## src/pkg/core_command_pkg.sv

```systemverilog
// Constants and carrier types for the core command register block.
// Assumes a single 50 MHz core clock and an 8-bit indexed register port.
package core_command_pkg;

    localparam int          DATA_W        = 8;
    localparam int          INDEX_W       = 4;
    localparam logic [3:0]  CMD_INDEX     = 4'h0;
    localparam logic [3:0]  STATUS_INDEX  = 4'h7;
    localparam logic [1:0]  PAGE_STATUS   = 2'h0;

    localparam int          HALT_POS      = 0;
    localparam int          ACT_POS       = 1;
    localparam int          SEND_POS      = 2;
    localparam int          XFER_LSB      = 3;
    localparam int          XFER_MSB      = 5;
    localparam int          ABORT_POS     = 5;
    localparam int          BANK_LSB      = 6;
    localparam int          BANK_MSB      = 7;
    localparam int          RESET_DONE_POS = 7;

    localparam logic        HALT_RESET    = 1'b1;
    localparam logic        ACT_RESET     = 1'b0;
    localparam logic [2:0]  XFER_RESET    = 3'h4;
    localparam logic [1:0]  BANK_RESET    = 2'h0;

    localparam logic [2:0]  XFER_NONE     = 3'h0;
    localparam logic [2:0]  XFER_READ     = 3'h1;
    localparam logic [2:0]  XFER_WRITE    = 3'h2;
    localparam logic [2:0]  XFER_SEND     = 3'h3;

    localparam logic [1:0]  BANK_RESERVED = 2'h3;

    typedef enum logic [3:0] {
        ST_HALTED   = 4'h1,
        ST_DRAINING = 4'h2,
        ST_RUNNING  = 4'h4,
        ST_UNUSED   = 4'h8
    } core_state_t;

    typedef enum logic [3:0] {
        RX_IDLE  = 4'h1,
        RX_READ  = 4'h2,
        RX_WRITE = 4'h4,
        RX_SEND  = 4'h8
    } xfer_kind_t;

    typedef struct packed {
        logic [1:0] bank;
        logic [2:0] xfer;
        logic       send;
        logic       act;
        logic       halt;
    } command_t;

    typedef struct packed {
        logic       write;
        logic       read;
        logic [3:0] index;
        logic [7:0] data;
    } host_access_t;

endpackage : core_command_pkg

```

## src/rtl/core_command.sv

```systemverilog
// Command register of the network core: start/stop, transmit launch,
// remote transfer commands and register page select.
// Assumes host port signals are already synchronous to clk_i and that
// the frame engines report their activity as levels and completion as clocked pulses.
`timescale 1ns/1ps

// Summary of operation
// - Halt takes the core off-line; no frame accepted or sent while halted; here a send written with halt while running still starts a frame.
// - A halt request waits for frames under way to finish first.
// - Host clears halt and sets activate; core then resumes operation.
// - Reset-done flag in event status goes to 1 once reset takes effect; here power-up reset clears it to 0.
// - Power-up holds halt high and activate low.
// - Halt written while started keeps both halt and activate set.
// - Setting activate brings the core into operation after any reset.
// - Send trigger starts one frame; cleared when it completes or aborts.
// - Writing 0 to the send trigger leaves it unchanged.
// - Transfer code: 000 illegal, 001 read, 010 write, 011 send, 1xx abort.
// - Reissued transfer with send trigger and no count reload ends at once.
// - Bank select 00/01/10 picks page 0/1/2; 11 is reserved.
// - Registers are 8 bits; a 4-bit index picks one within the page.
// - Reset-done sets entering reset, clears on start; host writes ignored.
module core_command
    import core_command_pkg::*;
(
    input  wire logic                clk_i,
    input  wire logic                rst_n_i,
    input  wire logic                host_write_i,
    input  wire logic                host_read_i,
    input  wire logic [INDEX_W-1:0]  reg_index_lines_i,
    input  wire logic [DATA_W-1:0]   host_wdata_i,
    input  wire logic                rx_busy_i,
    input  wire logic                tx_busy_i,
    input  wire logic                tx_done_i,
    input  wire logic                tx_abort_i,
    input  wire logic                xfer_done_i,
    input  wire logic                count_reloaded_i,
    output logic [DATA_W-1:0]        host_rdata_o,
    output logic                     cmd_sel_o,
    output logic [1:0]               page_o,
    output logic                     page_reserved_o,
    output logic                     halt_bit_o,
    output logic                     activate_bit_o,
    output logic                     send_frame_trigger_o,
    output logic                     tx_start_o,
    output logic [2:0]               remote_xfer_cmd_o,
    output logic                     xfer_read_o,
    output logic                     xfer_write_o,
    output logic                     xfer_send_o,
    output logic                     xfer_stop_o,
    output logic                     core_online_o,
    output logic                     reset_done_o
);

    command_t      cmd_q;
    core_state_t   state_q;
    core_state_t   state_d;
    logic          online_q;
    logic          bank_rsv_q;
    xfer_kind_t    xfer_q;
    logic          reset_done_q;
    logic          tx_start_q;
    logic          xfer_stop_q;
    logic [7:0]    rdata_q;
    logic          cmd_sel_q;
    host_access_t  acc;
    command_t      wcmd;
    logic          cmd_wr;
    logic          tx_launch;
    logic          frames_idle;
    logic          xfer_abort;
    logic          xfer_start;
    logic          xfer_reissue;

    function automatic xfer_kind_t decode_xfer(input logic [2:0] code);
        xfer_kind_t k;
        k = RX_IDLE;
        if (code == XFER_READ)
            k = RX_READ;
        else if (code == XFER_WRITE)
            k = RX_WRITE;
        else if (code == XFER_SEND)
            k = RX_SEND;
        return k;
    endfunction : decode_xfer

    assign acc         = '{write: host_write_i, read: host_read_i,
                           index: reg_index_lines_i, data: host_wdata_i};
    assign wcmd        = command_t'(acc.data);
    // Index zero decodes in every page, reserved page included
    assign cmd_wr      = acc.write && (acc.index == CMD_INDEX);
    assign frames_idle = !rx_busy_i && !tx_busy_i;
    assign tx_launch   = cmd_wr && wcmd.send && !cmd_q.send
                         && (state_q == ST_RUNNING);
    assign xfer_abort  = cmd_wr && wcmd.xfer[2];
    assign xfer_start  = cmd_wr && !wcmd.xfer[2] && (wcmd.xfer != XFER_NONE)
                         && (state_q == ST_RUNNING);
    // Same transfer rewritten alongside a launch with no fresh count
    assign xfer_reissue = xfer_start && wcmd.send && (xfer_q != RX_IDLE)
                          && (decode_xfer(wcmd.xfer) == xfer_q)
                          && !count_reloaded_i;

    // Halt and start bits
    always_ff @(posedge clk_i or negedge rst_n_i)
    begin
        if (!rst_n_i)
        begin
            cmd_q.halt <= HALT_RESET;
            cmd_q.act  <= ACT_RESET;
        end
        else if (cmd_wr)
        begin
            cmd_q.halt <= wcmd.halt;
            // Activate stays set when halt follows a started core
            cmd_q.act  <= wcmd.act
                          || (wcmd.halt && (cmd_q.act || state_q == ST_RUNNING));
        end
    end

    // Core run state; halt drains frames in flight before going off-line
    always_comb
    begin
        state_d = state_q;
        unique case (state_q)
            ST_HALTED:
                if (cmd_wr && !wcmd.halt && wcmd.act)
                    state_d = ST_RUNNING;
            ST_RUNNING:
                if (cmd_wr && wcmd.halt)
                    state_d = frames_idle ? ST_HALTED : ST_DRAINING;
            ST_DRAINING:
                if (frames_idle)
                    state_d = ST_HALTED;
            default:
                state_d = ST_HALTED;
        endcase
    end

    // Online flag has its own flop so the port comes straight from a register
    always_ff @(posedge clk_i or negedge rst_n_i)
    begin
        if (!rst_n_i)
        begin
            state_q  <= ST_HALTED;
            online_q <= 1'b0;
        end
        else
        begin
            state_q  <= state_d;
            online_q <= (state_d != ST_HALTED);
        end
    end

    // Reset-done: entering reset wins over the start clear
    always_ff @(posedge clk_i or negedge rst_n_i)
    begin
        if (!rst_n_i)
            reset_done_q <= 1'b0;
        else if ((state_q == ST_DRAINING && frames_idle)
                 || (state_q == ST_RUNNING && cmd_wr && wcmd.halt && frames_idle))
            reset_done_q <= 1'b1;
        else if (cmd_wr && wcmd.act && !wcmd.halt)
            reset_done_q <= 1'b0;
    end

    // Send trigger: a zero write is ignored, hardware clears on finish
    always_ff @(posedge clk_i or negedge rst_n_i)
    begin
        if (!rst_n_i)
        begin
            cmd_q.send <= 1'b0;
            tx_start_q <= 1'b0;
        end
        else
        begin
            tx_start_q <= tx_launch;
            if (tx_launch)
                cmd_q.send <= 1'b1;
            else if (cmd_q.send && (tx_done_i || tx_abort_i))
                cmd_q.send <= 1'b0;
        end
    end

    // Remote transfer command; a new launch wins over a completion clear
    always_ff @(posedge clk_i or negedge rst_n_i)
    begin
        if (!rst_n_i)
        begin
            cmd_q.xfer  <= XFER_RESET;
            xfer_q      <= RX_IDLE;
            xfer_stop_q <= 1'b0;
        end
        else
        begin
            xfer_stop_q <= 1'b0;
            if (xfer_abort)
            begin
                cmd_q.xfer  <= wcmd.xfer;
                xfer_q      <= RX_IDLE;
                xfer_stop_q <= (xfer_q != RX_IDLE);
            end
            else if (xfer_reissue)
            begin
                cmd_q.xfer  <= XFER_RESET;
                xfer_q      <= RX_IDLE;
                xfer_stop_q <= 1'b1;
            end
            else if (xfer_start)
            begin
                cmd_q.xfer <= wcmd.xfer;
                xfer_q     <= decode_xfer(wcmd.xfer);
            end
            else if (xfer_done_i && xfer_q != RX_IDLE)
            begin
                cmd_q.xfer <= XFER_RESET;
                xfer_q     <= RX_IDLE;
            end
        end
    end

    // Page select taken on every command write
    always_ff @(posedge clk_i or negedge rst_n_i)
    begin
        if (!rst_n_i)
        begin
            cmd_q.bank <= BANK_RESET;
            bank_rsv_q <= 1'b0;
        end
        else if (cmd_wr)
        begin
            cmd_q.bank <= wcmd.bank;
            bank_rsv_q <= (wcmd.bank == BANK_RESERVED);
        end
    end

    // Read data registered one cycle after the read strobe
    always_ff @(posedge clk_i or negedge rst_n_i)
    begin
        if (!rst_n_i)
        begin
            rdata_q   <= 8'h00;
            cmd_sel_q <= 1'b0;
        end
        else
        begin
            cmd_sel_q <= acc.read && (acc.index == CMD_INDEX);
            if (acc.read && acc.index == CMD_INDEX)
                rdata_q <= cmd_q;
            else if (acc.read && acc.index == STATUS_INDEX && cmd_q.bank == PAGE_STATUS)
                rdata_q <= {reset_done_q, 7'h00};
            else
                rdata_q <= 8'h00;
        end
    end

    assign host_rdata_o         = rdata_q;
    assign cmd_sel_o            = cmd_sel_q;
    assign page_o               = cmd_q.bank;
    // Reserved page still decodes index zero; others should not respond
    assign page_reserved_o      = bank_rsv_q;
    assign halt_bit_o           = cmd_q.halt;
    assign activate_bit_o       = cmd_q.act;
    assign send_frame_trigger_o = cmd_q.send;
    assign tx_start_o           = tx_start_q;
    assign remote_xfer_cmd_o    = cmd_q.xfer;
    // One-hot kind register: each kind output is one of its flops
    assign xfer_read_o          = xfer_q[1];
    assign xfer_write_o         = xfer_q[2];
    assign xfer_send_o          = xfer_q[3];
    assign xfer_stop_o          = xfer_stop_q;
    assign core_online_o        = online_q;
    assign reset_done_o         = reset_done_q;

endmodule : core_command

```

## config.mk

```make
export PLATFORM = sky130hd
export DESIGN_NAME = core_command
export DESIGN_NICKNAME = d
export VERILOG_FILES = /design/src/pkg/core_command_pkg.sv /design/src/rtl/core_command.sv
export SDC_FILE = /design/constraint.sdc
export NUM_CORES = 1
export LEC_CHECK = 0
export BUFFER_PORTS_ARGS = -buffer_cell sky130_fd_sc_hd__buf_2
export CAP_MARGIN = 15
export CORE_MARGIN = 2
export CORE_UTILIZATION = 52
export DETAILED_ROUTE_END_ITERATION = 8
export PLACE_DENSITY = 0.82
export REMOVE_ABC_BUFFERS = 1
export SETUP_SLACK_MARGIN = 0.05
export SYNTH_ARGS = -nofsm -noshare
export SYNTH_HDL_FRONTEND = slang
export SYNTH_SLANG_ARGS = --single-unit
```

## constraint.sdc

```tcl
create_clock -name clk_i -period 5.1 [get_ports clk_i]
set_clock_uncertainty 0.15 [all_clocks]
set_input_delay 0.765 -clock clk_i [delete_from_list [all_inputs] [get_ports clk_i]]
set_output_delay 0.765 -clock clk_i [all_outputs]
set_load 0.03 [all_outputs]
```

== After elaboration in Yosys (flattened, before gate mapping) ==
Index checks and enable logic that the tools add are counted.

* Muxes and demuxes: 24
* Equal/unequal tests: 11
* Reduce and logical (&&, ||, !) cells: 44

{| class="wikitable"
|+ Operators with widths
! operator !! count
|-
| 4-bit two-way mux || 10
|-
| 1-bit logical AND || 28
|-
| 8-bit two-way mux || 2
|-
| 3-bit two-way mux || 4
|-
| 4-bit one-hot mux with 3 select lines || 1
|-
| 4-bit by 3-bit == test with 1-bit output (second input constant) || 2
|-
| 4-bit by 1-bit inequality test with 1-bit output (second input constant) || 2
|-
| 3-bit by 2-bit == test with 1-bit output (second input constant) || 2
|-
| 1-bit logical NOT || 6
|-
| 1-bit two-way mux || 6
|-
| 4-bit by 1-bit == test with 1-bit output (second input constant) || 1
|-
| 4-bit by 2-bit == test with 1-bit output (second input constant) || 1
|-
| 4-bit == test || 1
|-
| 4-bit logical NOT || 1
|-
| 1-bit logical OR || 4
|-
| 2-bit nonzero test || 2
|-
| 4-bit nonzero test || 1
|-
| 3-bit by 1-bit == test with 1-bit output (second input constant) || 1
|-
| 3-bit nonzero test || 1
|-
| 2-bit == test (second input constant) || 1
|-
| 2-bit logical NOT || 1
|-
| 2-bit two-way mux || 1
|}

* Input port bits: 22
* Output and inout bits: 25
* Register bits after elaboration: 30

== Logic depth before layout (Yosys ltp) ==
Gate-level depths: netlist of run 1.

* Word-level depth: 11
* Gate-level depth with buffers: 5

== Worst setup path after synthesis of run 1 ==
OpenSTA, ideal clock, no wires.

* Path kind: input -> register
* From: input reg_index_lines_i[0]
* To: register cmd_q, in the netlist remote_xfer_cmd_o[1]
* Setup time: 0.141 ns
* Stages: 4
* Path buffers: 0
* Arrival: 1.930 ns
* Path slack: 2.879 ns
* Path through: or3_4 nor2_1 a22o_1 o221ai_1

* Cells in the longest elaborated chain, start to end: 11
* Elaborated cells between the ends (all ways): 14
* Those cells by class: mux (3); reduce/logical (11)

{| class="wikitable"
|+ RTL lines
! what !! line !! text
|-
| from (decl) || core_command.sv:29 || <nowiki>input wire logic [INDEX_W-1:0] reg_index_lines_i,</nowiki>
|-
| 4-bit logical NOT * || core_command.sv:90 || <nowiki>assign cmd_wr = acc.write && (acc.index == CMD_INDEX);</nowiki>
|-
| 1-bit logical AND * || core_command.sv:90 ||
|-
| 1-bit logical AND (2 in series) || core_command.sv:95 || <nowiki>assign xfer_start = cmd_wr && !wcmd.xfer[2] && (wcmd.xfer != XFER_NONE)</nowiki>
|-
| 1-bit logical AND || core_command.sv:96 || <nowiki>&& (state_q == ST_RUNNING);</nowiki>
|-
| 1-bit logical AND (2 in series) || core_command.sv:98 || <nowiki>assign xfer_reissue = xfer_start && wcmd.send && (xfer_q != RX_IDLE)</nowiki>
|-
| 1-bit logical AND || core_command.sv:99 || <nowiki>&& (decode_xfer(wcmd.xfer) == xfer_q)</nowiki>
|-
| 1-bit logical AND || core_command.sv:100 || <nowiki>&& !count_reloaded_i;</nowiki>
|-
| 3-bit two-way mux || core_command.sv:201 || <nowiki>else if (xfer_reissue)</nowiki>
|-
| 3-bit two-way mux || core_command.sv:195 || <nowiki>if (xfer_abort)</nowiki>
|-
| to (decl) || core_command.sv:54 || <nowiki>command_t cmd_q;</nowiki>
|}

Every way passes the cells marked *; elsewhere a longest branch is shown, timed or not.
A chain may end at the register's enable or synchronous reset.

== Worst setup path after layout of run 1 ==
Ends and elaborated chain as after synthesis.

==> results.yml, run 1 <==
timing:
  slew-limit-headroom_pct: 56.1
  tightestPinTransition_ns: 0.658
  setup_violations: 0
  setup_tns_ns: 0
  final_hold_viol_count: 0
  post-route-min-period_ns: 2.22
  grt_setup_unrepaired: "no"
  drv_slew: 0
  max_freq_mhz: 451
  period_share_pct: 43.4
cts:
  clk_latency_ns: 0.33
  cts_tree: "built"
  cts.sinks: 30
  cts_resized: 0
  clk_pin_slew_ns: 0.09
  h-tree-depth: 2
  clock_path_buffers: 2
  numCtsBuffers: 5
  post_cts_buffers: 0
  cts_hold_buf: 0
  root_buffer: "clkbuf_4"
yosys:
  syn_inst: 129
  yosysSeqAreaShare_pct: 55.1
  yosys_most_used_dff: "dfrtp_1"
  synth.distinct_cells: 38
  ys_ff_latch: 30
  syn_avg_cell_area_sq_um: 10.6
  synth_edf_count: 0
  yosysTopAreaCellShare_pct: 47.4
  synth_top_area_cell: "dfrtp_1"
  synth_area_leaders: "dfrtp_1, dfstp_2, nand2_1"
  syn_area_sq_um: 1370
  yosysWarningCount: 0
  synth_async_sr_flop_share_pct: 100
hold_path:
  hp-class: "input port to asynchronous set/reset pin"
routing:
  drtAntennaViolNets: 0
  via_count: 1240
  drcViolationCount: 0
  first_iter_violations: 64
  routed_wl_mm: 3.12
  wire_per_inst_microns: 14.8
  first_pass_iters: 4
  drt-vias-per-instance: 5.88
placed_design:
  dp.cells: 203
  numPortBuffers: 46
  hpwl_mm: 2.39
  routabilityCongestion: 0.808
  dpl_cell_area_sq_um: 1630
global_route:
  grt_overflow: 0
  grt_pass1_wl_mm: 4.96
  antenna_found_initial: 0
  grt_max_degree: 31
  grt_pass1_vias: 1138
  grt_usage_pct: 20.7
floorplanning:
  core-area_sq_um: 2480
  io_pins: 47
  fp.dieW_microns: 55.4
  initial_utilization_pct: 55.4
  dieArea_sq_um: 3060
  die_y_microns: 55.4
  rows: 18
power_and_ir_drop:
  power_w: 0.000527
  p_seq_share_pct: 49.9
  p_leak_nw: 0.863
  p_sw_share_pct: 28.2
  pwr-share-clk_pct: 35.0
  internal_power_w: 0.000378
  combPwrFrac_pct: 15.1
  irDropWorstVdd_mv: 0.310
  power.switching_w: 0.000148
  power-per-cell-area_nw_per_um2: 308
flow_run:
  drv_cap: 0
worst_setup_path:
  cp.required_ns: 5.15
  critPathMaxFanout: 9
  worst-setup-path-type: "input port to flip-flop"
  critPathLaunchType: "input port"
  end_kind: "flip-flop"
  arrival_ns: 2.26
  worst-r2r-cell-count: 4
final_layout:
  final_nets: 202
  final_cells: 211
  fin_area_sq_um: 1710
  diodes: 0
  drive_above_1_share_pct: 35.4
  synthToLayoutAreaGrowth_pct: 24.6
  fin_util_pct: 69.0
outcome:
  status: "finished, final reports clean"
synthesized netlist by cell type (all sizes together), types with 2 or more instances:
cell type / n
a21oi: 3
a22o: 2
and2: 7
clkbuf: 2
dfrtp: 26
dfstp: 4
inv: 10
nand2: 16
nand2b: 2
nand3: 4
nand4: 2
nor2: 8
nor2b: 4
nor3: 2
nor3b: 2
nor4: 3
nor4b: 2
nor4bb: 3
o21a: 2
o21ai: 4
o221ai: 3
o32ai: 4
or3: 2
area by class of cell:
class	count	area (sq um)
fillers	209	768
flip-flops and latches	30	756
multi-input cells	87	571
repair buffers	46	230
clock inverters	3	40.0
clock buffers	5	37.5
inverters	10	37.5
well taps	30	37.5
routing by layer:
metal  vias to the layer above  wire length [microns]  track usage, %
met5                         -                      0               0
met4                         0                     31            9.41
met3                         8                    208            4.92
met2                        63                   1630            35.2
met1                       598                   1250            24.7
li1                        571                      -               -
kinds of logic (layout without fill, tap and decap cells):
logic type | Yosys count | after routing | synth area share (%)
compound gates | 28 | 28 | 16.1
buf+inv | 12 | 64 | 3.29
flops | 30 | 30 | 55.1
other cells | 1 | 1 | 0.273
simple gates | 58 | 58 | 25.3
per-stage QoR:
| stage | hold WS, ns | setup WS (ns) |
|---|---|---|
| after floorplan | 0.319 | 2.88 |
| after global placement | 0.298 | 2.62 |
| after detailed placement | 0.310 | 2.57 |
| after CTS | 0.318 | 2.91 |
| after global routing | 0.342 | 2.82 |
| final | 0.308 | 2.88 |
worst max-delay path, cell delays in order:
cell	delay (ns)
buf_2	0.12
or3_4	0.42
nor2_1	0.43
a22o_1	0.36
o221ai_1	0.17
power by group through the flow:
stage | Sequential, W | Clock, W | Combinational [W]
after global placement | 0.000265 | 0 | 0.0000776
after detailed placement | 0.000267 | 0 | 0.0000798
after CTS | 0.000263 | 0.000187 | 0.0000799
final | 0.000263 | 0.000184 | 0.0000797
after floorplan | 0.000287 | 0 | 0.0000243
after global routing | 0.000265 | 0.000196 | 0.0000855
state kept, by name, indices dropped and copies added (netlist names), 2 cells and up:
| register | count |
|---|---|
| xfer_q | 4 |
| page_o | 2 |
| remote_xfer_cmd_o | 3 |
| state_q | 4 |
| host_rdata_o | 8 |
worst paths after layout:
check,startpoint,end,slack [ns]
worst max-delay path,reg_index_lines_i[0],remote_xfer_cmd_o[1],2.88
min in group clk_i,page_reserved_o,page_reserved_o,0.33
max in group asynchronous,rst_n_i,send_frame_trigger_o,4.07
worst min-delay path,rst_n_i,page_o[1],0.31
worst min register to register,page_reserved_o,page_reserved_o,0.33
worst max register to register,state_q[1],xfer_q[1],3.01
layout by cell type, fill, tap and decap left out, drive strengths merged, types with 2 or more instances in the layout:
cell,n
nor4bb,3
nand2,16
dfstp,4
nor2b,4
clkbuf,5
a22o,2
nor4,3
nand3,4
o21a,2
or3,2
a21oi,3
buf,46
nand4,2
o32ai,4
inv,10
clkinv,2
dfrtp,26
nor3,2
nor4b,2
nand2b,2
o221ai,3
and2,7
o21ai,4
nor2,8
nor3b,2
Power figures use the tool's default switching activity.
==> inputs of run 2 (changes only) <==
--- a/config.mk
+++ b/config.mk
@@ -8,9 +8,9 @@
 export BUFFER_PORTS_ARGS = -buffer_cell sky130_fd_sc_hd__buf_2
 export CAP_MARGIN = 15
 export CORE_MARGIN = 2
-export CORE_UTILIZATION = 52
+export CORE_UTILIZATION = 49
 export DETAILED_ROUTE_END_ITERATION = 8
-export PLACE_DENSITY = 0.82
+export PLACE_DENSITY = 0.78
 export REMOVE_ABC_BUFFERS = 1
 export SETUP_SLACK_MARGIN = 0.05
 export SYNTH_ARGS = -nofsm -noshare
==> constraint.sdc (replaced) <==
create_clock -name clk_i -period 2.2 [get_ports clk_i]
set_clock_uncertainty 0.15 [all_clocks]
set_input_delay 0.33 -clock clk_i [delete_from_list [all_inputs] [get_ports clk_i]]
set_output_delay 0.33 -clock clk_i [all_outputs]
set_load 0.03 [all_outputs]
==> results.yml, run 2 (same netlist as run 1, synthesis figures left out) <==
outcome:
  status: "finished, final reports clean"
final_layout:
  largest_reg_flops: 8
  diodes: 0
  nFillCells: 246
  layout_commonest_cell: "buf_2"
  seq_area_sq_um: 756
  multiInputGateArea_sq_um: 589
  final_nets: 205
  synthToLayoutAreaGrowth_pct: 27.9
  drive_above_1_share_pct: 36.4
  final_cells: 215
  fin_util_pct: 64.7
  layout_common_cells: "buf_2, dfrtp_1, nand2_1"
power_and_ir_drop:
  power-per-cell-area_nw_per_um2: 698
  internal_power_w: 0.000879
  p_sw_share_pct: 28.2
  irDropWorstVdd_mv: 0.632
  power.switching_w: 0.000345
  p_leak_nw: 0.881
  p_seq_share_pct: 49.5
  pwr-share-clk_pct: 35.1
  combPwrFrac_pct: 15.4
cts:
  numCtsBuffers: 5
  root_buffer: "clkbuf_4"
  clk_pin_slew_ns: 0.10
  clock_path_buffers: 2
  clk_latency_ns: 0.34
  cts_tree: "built"
  h-tree-depth: 2
  cts.sinks: 30
global_route:
  grt_usage_pct: 21.0
  grt_pass1_wl_mm: 5.12
  grt_pass1_vias: 1192
  antenna_found_initial: 0
  grt_max_degree: 31
  grt_overflow: 0
routing:
  via_count: 1179
  drtAntennaViolNets: 0
  drt-vias-per-instance: 5.48
  drcViolationCount: 0
  first_pass_iters: 4
  wire_per_inst_microns: 14.2
  routed_wl_mm: 3.05
  first_iter_violations: 30
worst_setup_path:
  cp.required_ns: 2.29
  r2r-start: "state_q[1]"
  crit_family: "simple AND/OR/NAND/NOR gates"
  slowest_delay_ns: 0.57
  critPathLaunchType: "flip-flop"
  r2r_end: "xfer_q[1]"
  worst-r2r-cell-count: 4
  cpMaxStageDelayCell: "or4b_4"
  crit_buf_inv: 0
  critPathMaxFanout: 5
  arrival_ns: 2.18
  end_kind: "flip-flop"
  worst-setup-path-type: "flip-flop to flip-flop"
  ff2ff_setup_slack_ns: 0.12
  path_cells: "or4b_4, nor4_4, o2111ai_4, o32ai_1"
placed_design:
  dp.cells: 205
  numPortBuffers: 46
  routabilityCongestion: 0.853
  hpwl_mm: 2.25
floorplanning:
  core-area_sq_um: 2710
  dieArea_sq_um: 3240
  rows: 19
  initial_utilization_pct: 50.6
  fp.dieW_microns: 56.9
  die_y_microns: 56.9
  io_pins: 47
hold_path:
  hp-class: "input port to flip-flop"
  min_delay_path_depth: 3
  hp-start: "host_wdata_i[7]"
  hold_end: "page_o[1]"
timing:
  max_freq_mhz: 480
  grt_setup_unrepaired: "yes"
  tightestPinTransition_ns: 0.636
  post-route-min-period_ns: 2.08
  drv_slew: 0
  setup_violations: 0
  slew-limit-headroom_pct: 57.6
  final_hold_viol_count: 0
  setup_tns_ns: 0
  period_share_pct: 94.7
flow_run:
  drv_cap: 0
[run 2: final cells by class]
class                           count  share of cell area [%]
Sequential cell                    30                    43.1
Multi-Input combinational cell     87                    33.6
Timing Repair Buffer               49                    14.6
Clock inverter                      3                    2.28
Tap cell                           31                    2.21
Clock buffer                        5                    2.14
Inverter                           10                    2.14
[run 2: worst max-delay path by stage]
stage	startpoint	to	slack, ns	depth (start not counted)
final	state_q[1]	xfer_q[1]	0.12	4
after global routing	state_q[3]	xfer_q[1]	-0.03	4
after CTS	state_q[1]	xfer_q[2]	0.09	4
after detailed placement	state_q[1]	xfer_q[2]	0.05	4
after global placement	state_q[1]	xfer_q[2]	0.23	4
after floorplan	state_q[1]	xfer_q[1]	0.32	4
[run 2: stage by stage]
| stage | cell area [sq um] | setup WS (ns) | hold slack [ns] | total power, W |
|---|---|---|---|---|
| after floorplan | 1360 | 0.318 | -0.116 | 0.000721 |
| after detailed placement | 1640 | 0.0450 | 0.241 | 0.000801 |
| final | 1750 | 0.116 | 0.0467 | 0.00122 |
| after global routing | 1750 | -0.0287 | 0.0363 | 0.00128 |
| after CTS | 1740 | 0.0908 | 0.0357 | 0.00123 |
| after global placement | 1640 | 0.225 | 0.234 | 0.000796 |
[run 2: power by group through the flow]
stage	logic (W)	registers, W	clock network [W]
2_1_floorplan	0.0000563	0.000665	0
3_3_place_gp	0.000182	0.000614	0
3_5_place_dp	0.000184	0.000617	0
4_1_cts	0.000188	0.000606	0.000441
5_1_grt	0.000204	0.000610	0.000467
6_report	0.000188	0.000606	0.000430
[run 2: repair_timing]
item / CTS / global route
resized for setup: 1 / 1
setup endpoints to repair: 1 / 3
hold endpoints to repair: 26 / 0
hold buffers: 1 / 0
buffers inserted: 0 / 1
[run 2: tightest hold or removal path: cells and delay by family]
family        cells  cell delay [ns]
buf+inv           1             0.09
simple gates      2             0.10
[run 2: layer usage]
layer	share of wire (%)	track usage [%]	vias to the layer above
met1	42	23.9	563
met3	5.3	7.37	6
met4	2.0	12.0	0
met2	50	34.2	36
li1	-	-	574
met5	0	0	-
